`src/design/wdt_pkg.sv`:
```
package wdt_pkg;

    // ------------------------------------------------------------
    // Widths
    // ------------------------------------------------------------
    localparam int CNT_W = 14;
    localparam int DIV_SEL_W = 3;
    localparam int DIV_CNT_W = 8;
    localparam int TOUT_SEL_W = 2;
    localparam int WIN_SEL_W = 2;

    // ------------------------------------------------------------
    // Division ratio codes (ratio minus one per code)
    // ------------------------------------------------------------
    localparam logic [DIV_SEL_W-1:0] DIV_16 = 3'h0;
    localparam logic [DIV_SEL_W-1:0] DIV_32 = 3'h1;
    localparam logic [DIV_SEL_W-1:0] DIV_64 = 3'h2;
    localparam logic [DIV_SEL_W-1:0] DIV_128 = 3'h3;
    localparam logic [DIV_SEL_W-1:0] DIV_256 = 3'h4;
    localparam logic [DIV_CNT_W-1:0] DIV_16_M1 = 8'h0F;
    localparam logic [DIV_CNT_W-1:0] DIV_32_M1 = 8'h1F;
    localparam logic [DIV_CNT_W-1:0] DIV_64_M1 = 8'h3F;
    localparam logic [DIV_CNT_W-1:0] DIV_128_M1 = 8'h7F;
    localparam logic [DIV_CNT_W-1:0] DIV_256_M1 = 8'hFF;

    // ------------------------------------------------------------
    // Timeout reload values, in prescaled ticks minus one
    // ------------------------------------------------------------
    localparam logic [CNT_W-1:0] TOUT_TOP_0 = 14'h03FF;
    localparam logic [CNT_W-1:0] TOUT_TOP_1 = 14'h0FFF;
    localparam logic [CNT_W-1:0] TOUT_TOP_2 = 14'h1FFF;
    localparam logic [CNT_W-1:0] TOUT_TOP_3 = 14'h3FFF;

    // ------------------------------------------------------------
    // Reset values
    // ------------------------------------------------------------
    localparam logic [DIV_CNT_W-1:0] DIV_CNT_RESET = 8'h00;
    localparam logic [2:0] SYNC_RESET = 3'h0;

    function automatic logic [DIV_CNT_W-1:0] div_ratio_m1(input logic [DIV_SEL_W-1:0] sel);
        case (sel)
            DIV_16: div_ratio_m1 = DIV_16_M1;
            DIV_32: div_ratio_m1 = DIV_32_M1;
            DIV_64: div_ratio_m1 = DIV_64_M1;
            DIV_128: div_ratio_m1 = DIV_128_M1;
            default: div_ratio_m1 = DIV_256_M1;
        endcase
    endfunction : div_ratio_m1

    function automatic logic [CNT_W-1:0] timeout_top(input logic [TOUT_SEL_W-1:0] sel);
        case (sel)
            2'h0: timeout_top = TOUT_TOP_0;
            2'h1: timeout_top = TOUT_TOP_1;
            2'h2: timeout_top = TOUT_TOP_2;
            default: timeout_top = TOUT_TOP_3;
        endcase
    endfunction : timeout_top

    // Quarter points of the period: q quarters, optionally minus one
    function automatic logic [CNT_W-1:0] window_point(input logic [CNT_W-1:0] top,
                                                      input logic [2:0] q,
                                                      input logic sub1);
        logic [CNT_W:0] quarter;
        logic [CNT_W+3:0] prod;
        quarter = ({1'b0, top} + 15'h0001) >> 2;
        prod = {3'h0, quarter} * {15'h0000, q};
        prod = prod - {17'h00000, sub1};
        window_point = prod[CNT_W-1:0];
    endfunction : window_point

endpackage : wdt_pkg

```
`src/design/prescale_if.sv`:
```
`timescale 1ns/1ps
interface prescale_if;
    logic [wdt_pkg::DIV_SEL_W-1:0] div_sel;
    logic run;
    logic tick;

    modport ctrl (output div_sel, output run, input tick);
    modport divider (input div_sel, input run, output tick);
endinterface : prescale_if

```
`src/design/independent_watchdog.sv`:
```
`timescale 1ns/1ps
module independent_watchdog (
    input wire logic i_clock,
    input wire logic i_resetn,
    input wire logic i_dedicated_watchdog_clock,
    input wire logic [2:0] i_opt_div_sel,
    input wire logic [1:0] i_opt_timeout_sel,
    input wire logic [1:0] i_opt_win_start_sel,
    input wire logic [1:0] i_opt_win_end_sel,
    input wire logic i_opt_nmi_select,
    input wire logic i_opt_low_power_stop,
    input wire logic i_low_power_mode,
    input wire logic i_refresh,
    output logic [13:0] o_counter,
    output logic o_running,
    output logic o_underflow_flag,
    output logic o_refresh_error_flag,
    output logic o_reset_request,
    output logic o_nmi_request,
    output logic o_event_pulse
);

    // ------------------------------------------------------------
    // Declarations
    // ------------------------------------------------------------
    prescale_if pif ();

    logic [wdt_pkg::DIV_SEL_W-1:0] div_sel_reg;
    logic [wdt_pkg::CNT_W-1:0] top_reg;
    logic [wdt_pkg::CNT_W-1:0] win_start_reg;
    logic [wdt_pkg::CNT_W-1:0] win_end_reg;
    logic nmi_sel_reg;
    logic lp_stop_reg;
    logic [wdt_pkg::CNT_W-1:0] cnt_reg;
    logic running_reg;
    logic underflow_reg;
    logic refresh_err_reg;
    logic reset_req_reg;
    logic nmi_req_reg;
    logic event_reg;

    logic hold;
    logic in_window;
    logic refresh_ok;
    logic refresh_bad;
    logic underflow;
    logic fault;
    logic count_step;

    // ------------------------------------------------------------
    // Initialisation options
    // ------------------------------------------------------------
    // Options are caught while reset is held and stay frozen afterwards, so software cannot
    // weaken the watchdog once it runs.
    always_ff @(posedge i_clock) begin
        if (!i_resetn) begin
            div_sel_reg <= i_opt_div_sel;
            top_reg <= wdt_pkg::timeout_top(i_opt_timeout_sel);
            win_start_reg <= wdt_pkg::window_point(wdt_pkg::timeout_top(i_opt_timeout_sel),
                3'h4 - {1'b0, i_opt_win_start_sel}, 1'b1);
            win_end_reg <= wdt_pkg::window_point(wdt_pkg::timeout_top(i_opt_timeout_sel),
                {1'b0, i_opt_win_end_sel}, 1'b0);
            nmi_sel_reg <= i_opt_nmi_select;
            lp_stop_reg <= i_opt_low_power_stop;
        end
    end

    // ------------------------------------------------------------
    // Prescaler
    // ------------------------------------------------------------
    assign hold = lp_stop_reg & i_low_power_mode;
    assign pif.div_sel = div_sel_reg;
    assign pif.run = running_reg & ~hold;

    watchdog_prescaler u_prescaler (
        .i_clock(i_clock),
        .i_resetn(i_resetn),
        .i_dedicated_watchdog_clock(i_dedicated_watchdog_clock),
        .pif(pif)
    );

    // ------------------------------------------------------------
    // Event decode
    // ------------------------------------------------------------
    assign in_window = (cnt_reg <= win_start_reg) && (cnt_reg >= win_end_reg);
    assign refresh_ok = i_refresh & running_reg & in_window;
    assign refresh_bad = i_refresh & running_reg & ~in_window;
    assign count_step = running_reg & pif.tick & ~hold;
    // A valid refresh on the zero tick reloads instead, so it must not also count as a fault
    assign underflow = count_step & (cnt_reg == '0) & ~refresh_ok;
    assign fault = underflow | refresh_bad;

    // ------------------------------------------------------------
    // Down counter
    // ------------------------------------------------------------
    // A refresh in the same cycle as a tick wins, giving the full period after it.
    always_ff @(posedge i_clock) begin
        if (!i_resetn) begin
            cnt_reg <= wdt_pkg::timeout_top(i_opt_timeout_sel);
        end else if (refresh_ok) begin
            cnt_reg <= top_reg;
        end else if (count_step && cnt_reg != '0) begin
            cnt_reg <= cnt_reg - 14'h0001;
        end
    end

    always_ff @(posedge i_clock) begin
        if (!i_resetn) begin
            running_reg <= 1'b1;
        end else if (fault) begin
            running_reg <= 1'b0;
        end
    end

    // ------------------------------------------------------------
    // Response and event outputs
    // ------------------------------------------------------------
    // Flags are cleared only by reset, so there is no set/clear race.
    always_ff @(posedge i_clock) begin
        if (!i_resetn) begin
            underflow_reg <= 1'b0;
            refresh_err_reg <= 1'b0;
            reset_req_reg <= 1'b0;
            nmi_req_reg <= 1'b0;
            event_reg <= 1'b0;
        end else begin
            underflow_reg <= underflow_reg | underflow;
            refresh_err_reg <= refresh_err_reg | refresh_bad;
            reset_req_reg <= reset_req_reg | (fault & ~nmi_sel_reg);
            nmi_req_reg <= nmi_req_reg | (fault & nmi_sel_reg);
            event_reg <= fault;
        end
    end

    assign o_counter = cnt_reg;
    assign o_running = running_reg;
    assign o_underflow_flag = underflow_reg;
    assign o_refresh_error_flag = refresh_err_reg;
    assign o_reset_request = reset_req_reg;
    assign o_nmi_request = nmi_req_reg;
    assign o_event_pulse = event_reg;
endmodule : independent_watchdog

```
`src/design/watchdog_prescaler.sv`:
```
`timescale 1ns/1ps
module watchdog_prescaler (
    input wire logic i_clock,
    input wire logic i_resetn,
    input wire logic i_dedicated_watchdog_clock,
    prescale_if.divider pif
);

    // ------------------------------------------------------------
    // Pin synchroniser and edge detect
    // ------------------------------------------------------------
    // The dedicated clock is slow and unrelated, so it is sampled rather than used as a clock
    logic [2:0] sync_reg;
    logic [wdt_pkg::DIV_CNT_W-1:0] div_cnt_reg;
    logic tick_reg;
    logic wd_edge;

    always_ff @(posedge i_clock) begin
        if (!i_resetn) begin
            sync_reg <= wdt_pkg::SYNC_RESET;
        end else begin
            sync_reg <= {sync_reg[1:0], i_dedicated_watchdog_clock};
        end
    end

    assign wd_edge = sync_reg[1] & ~sync_reg[2];

    // ------------------------------------------------------------
    // Divider
    // ------------------------------------------------------------
    always_ff @(posedge i_clock) begin
        if (!i_resetn || !pif.run) begin
            div_cnt_reg <= wdt_pkg::DIV_CNT_RESET;
            tick_reg <= 1'b0;
        end else if (wd_edge) begin
            if (div_cnt_reg == wdt_pkg::div_ratio_m1(pif.div_sel)) begin
                div_cnt_reg <= wdt_pkg::DIV_CNT_RESET;
                tick_reg <= 1'b1;
            end else begin
                div_cnt_reg <= div_cnt_reg + 8'h01;
                tick_reg <= 1'b0;
            end
        end else begin
            tick_reg <= 1'b0;
        end
    end

    assign pif.tick = tick_reg;
endmodule : watchdog_prescaler

```
`config.mk`:
```
export PLATFORM = sky130hd
export DESIGN_NAME = independent_watchdog
export DESIGN_NICKNAME = d
export VERILOG_FILES = /design/src/design/wdt_pkg.sv /design/src/design/prescale_if.sv /design/src/design/independent_watchdog.sv /design/src/design/watchdog_prescaler.sv
export SDC_FILE = /design/constraint.sdc
export NUM_CORES = 1
export LEC_CHECK = 0
export ABC_CLOCK_PERIOD_IN_PS = 3190
export BUFFER_PORTS_ARGS = -buffer_cell sky130_fd_sc_hd__buf_2
export CORE_MARGIN = 3
export CORE_UTILIZATION = 40
export DETAILED_ROUTE_END_ITERATION = 10
export SYNTH_ARGS = -nofsm -noshare
export SYNTH_HDL_FRONTEND = slang
export SYNTH_HIERARCHICAL = 1
export SYNTH_SLANG_ARGS = --single-unit
```
`constraint.sdc`:
```
create_clock -name i_clock -period 3.19 [get_ports i_clock]
set_input_delay 0.4785 -clock i_clock [delete_from_list [all_inputs] [get_ports i_clock]]
set_output_delay 0.4785 -clock i_clock [all_outputs]
set_load 0.005 [all_outputs]
```
==> reports/results.txt <==
Deepest clock path buffer count: 2
CTS tree: done
Clock Sinks: 52
Critical path type: reg2reg
Endpoints failing hold: 0
TritonRoute pass-1 iters: 6
Comb pwr share: 19.6%
Critical Path, Cell by Cell: ha_1, nand4_1, nor4_1, o21bai_1, nand2_1, nand3_1, buf_4
HPWL after DPL: 4.317 mm
Net Switching: 440.2 uW
Top Ports: 36
Placed instance area: 0.003317 mm2
Final core occ: 48.61%
Leak: 0.001385 uW
TritonCTS buffer count: 5
Max FO, Critical Path: 8
Switching fraction of total power: 29.09%
Slew at the pin with the worst max-slew slack: 0.4556 ns
Residual DRC: 0
Seq/Total Area, Yosys: 46.23%
Final min period: 2.472 ns
Die Y: 92.43 um
Flops & latches, synth: 52
Library cells used by synthesis: 48
Compound-gate portion of the synthesized area: 9.296%
Setup crit end kind: register
Clock skew: 0.01055 ns
Largest cells by area after synthesis: edfxtp_1 34%, dfxtp_1 12%, ha_1 9.6%, xnor2_1 4.7%, inv_1 3.8%
H-tree depth: 2
Async S/R FF share, synth: 0%
Sequential power share: 53.8%
Multiplexer area fraction after synthesis: 0.6700%
Dpl cells: 414
Fin cells: 422
Largest net degree at the start of global routing: 28
Worst endpoint required time: 3.22 ns
RSZ-0062 raised after global routing: false
Worst-path clk slew: 0.10 ns
# setup viols final: 0
Placeable Area: 0.007019 mm2
XOR/XNOR Fraction of Synth Area: 7.621%
WHS: 0.3373 ns
Vias in the first global route: 1972
# resized after CTS: 0
Root buf cell: clkbuf_8
DIE AREA: 0.008542 mm2
Worst hold path class: in2reg
Power per Cell Area: 443.4 mW/mm2
Initial antenna violation count: 0
Slew margin rel.: 69.35%
VDD IR max: 0.0001868 V
Post-synth EDFFs: 34
RePlAce Congestion: 0.7666
Initial Util: 42.57%
Die Wd: 92.43 um
Max Freq: 404.6 MHz
Port-buffer cells: 35
Max reg flops: 14
Via density: 5.152
TNS Setup: 0 ns
Max Cap Viol: 0
Clk_lat worst skew: 0.31 ns
Most used DFF post-synth: edfxtp_1
Layout area overhead: 14.20%
Final Slew Violations: 0
Adder-Cell Fraction of Synth Area: 12.31%
CP max stage cell: edfxtp_1
Synth area leader: edfxtp_1
YS warnings: 6
Hold buffers post-CTS: 0
Fillers: 678
Largest family of logic cells by synthesized area: simple AND/OR/NAND/NOR gates
Total grt overflow: 0
Syn Std Cell Area: 0.002988 mm2
Reg2reg setup slack: 0.72 ns
Total Nets Final: 368
WL per Instance: 13.36 um
CP Launch Type: register
Cells after synthesis: 281
Status: complete, no violations
Total nets after synthesis: 324
Simple-Gate Fraction of Synth Area: 19.47%
First-pass GRT wire length: 9.508 mm
Share of cells above drive strength 1: 18.40%
Vias: 2174
CP peak stage delay: 0.54 ns
Detail Route Antenna Nets: 0
Post-Route WL: 5.640 mm
Clk pwr share: 26.6%
Syn Area/Cell: 10.63 um2
# Post-CTS Setup Buffers: 0
Post-route cell area: 0.003412 mm2
CP arrival: 2.50 ns
DRT iter0 DRCs: 85
Row count: 30
Pint: 1073 uW
Yosys top cell area share: 34.17%
Total track usage: 13.88%
ANT cells: 0
Final Cycle Share: 77.48%
==> layer usage <==
layer | share of wire, % | wire (um) | vias up | GRT usage [%]
met2 | 46 | 2599 | 49 | 22.18
met3 | 4.3 | 244 | 8 | 2.843
met1 | 48 | 2728 | 1032 | 18.89
li1 | - | - | 1085 | -
met4 | 1.2 | 69 | 0 | 4.332
met5 | 0 | 0 | - | 0
==> metrics by stage <==
step                      total power [uW]  setup WS (ns)
after global placement                1123         0.4867
after global routing                  1607         0.5485
after floorplan                       1021         0.4610
after CTS                             1533         0.6928
final                                 1513         0.7184
after detailed placement              1129         0.4560
==> cell families after synthesis <==
logic type,count (synthesis)
xor+xnor,26
mux,2
compound gates,36
flops,52
fa+ha+maj,27
simple gates,103
buf+inv,35
==> power groups by stage <==
stage / sequential, uW / clock, uW / combinational (uW)
floorplan: 821 / 0 / 200
global placement: 830 / 0 / 292
detailed placement: 831 / 0 / 298
CTS: 815 / 417 / 301
global route: 822 / 444 / 341
finish: 814 / 403 / 296
==> critical path: cells and delay by family (launching register included) <==
kind	cells	cell delay, ns
compound gates	1	0.20
fa+ha+maj	1	0.38
buf+inv	1	0.20
flops	1	0.54
simple gates	4	0.87
==> path summary, 6_finish.rpt <==
kind | from | end | cells past startpoint
max | o_counter[12] | o_counter[12] | 7
min | i_opt_div_sel[2] | div_sel_reg[2] | 1
max reg2reg | o_counter[12] | o_counter[12] | 7
min reg2reg | u_prescaler/sync_reg[0] | u_prescaler/sync_reg[1] | 1
==> cells in the final DEF, fill, tap and decap left out, types with 4 or more instances in the layout <==
master    netlist  final
dfxtp_1        18     18
nor4_1          5      5
and2_1         13     13
ha_1           23     23
a21oi_1         9      9
buf_2           0     35
buf_4           0      7
nor2_1         11     11
nand3_1        14     14
clkbuf_8        0      5
nand4_1         5      5
inv_1          30     30
nand2_1        23     23
fa_1            4      4
xnor2_1        16     16
nor3_1         12     12
edfxtp_1       34     34
xor2_1         10     10
==> Yosys cell counts, types with 2 or more instances <==
library cell	instances
mux2i_1	2
a21o_1	3
a21boi_0	2
or3_1	2
dfxtp_1	18
nand4_1	5
nand3_1	14
nor2b_1	3
o21ba_2	2
nand2_1	23
or4_1	2
a21oi_1	9
nor4_1	5
a311o_1	2
nor3_1	12
inv_1	30
xor2_1	10
nor2_1	11
or4_4	2
a211oi_1	3
fa_1	4
xnor2_1	16
and2_1	13
ha_1	23
o21a_1	3
edfxtp_1	34
clkbuf_1	5
o21bai_1	3
==> final cells by class <==
type	count	area, um2	area share [%]
Inverter	30	112.6	3.300
Timing Repair Buffer	42	227.7	6.674
Multi-Input combinational cell	194	1475	43.23
Clock inverter	3	26.28	0.7701
Sequential cell	52	1381	40.48
Tap cell	96	120.1	3.520
Clock buffer	5	68.82	2.017
Power figures use the tool's default switching activity.
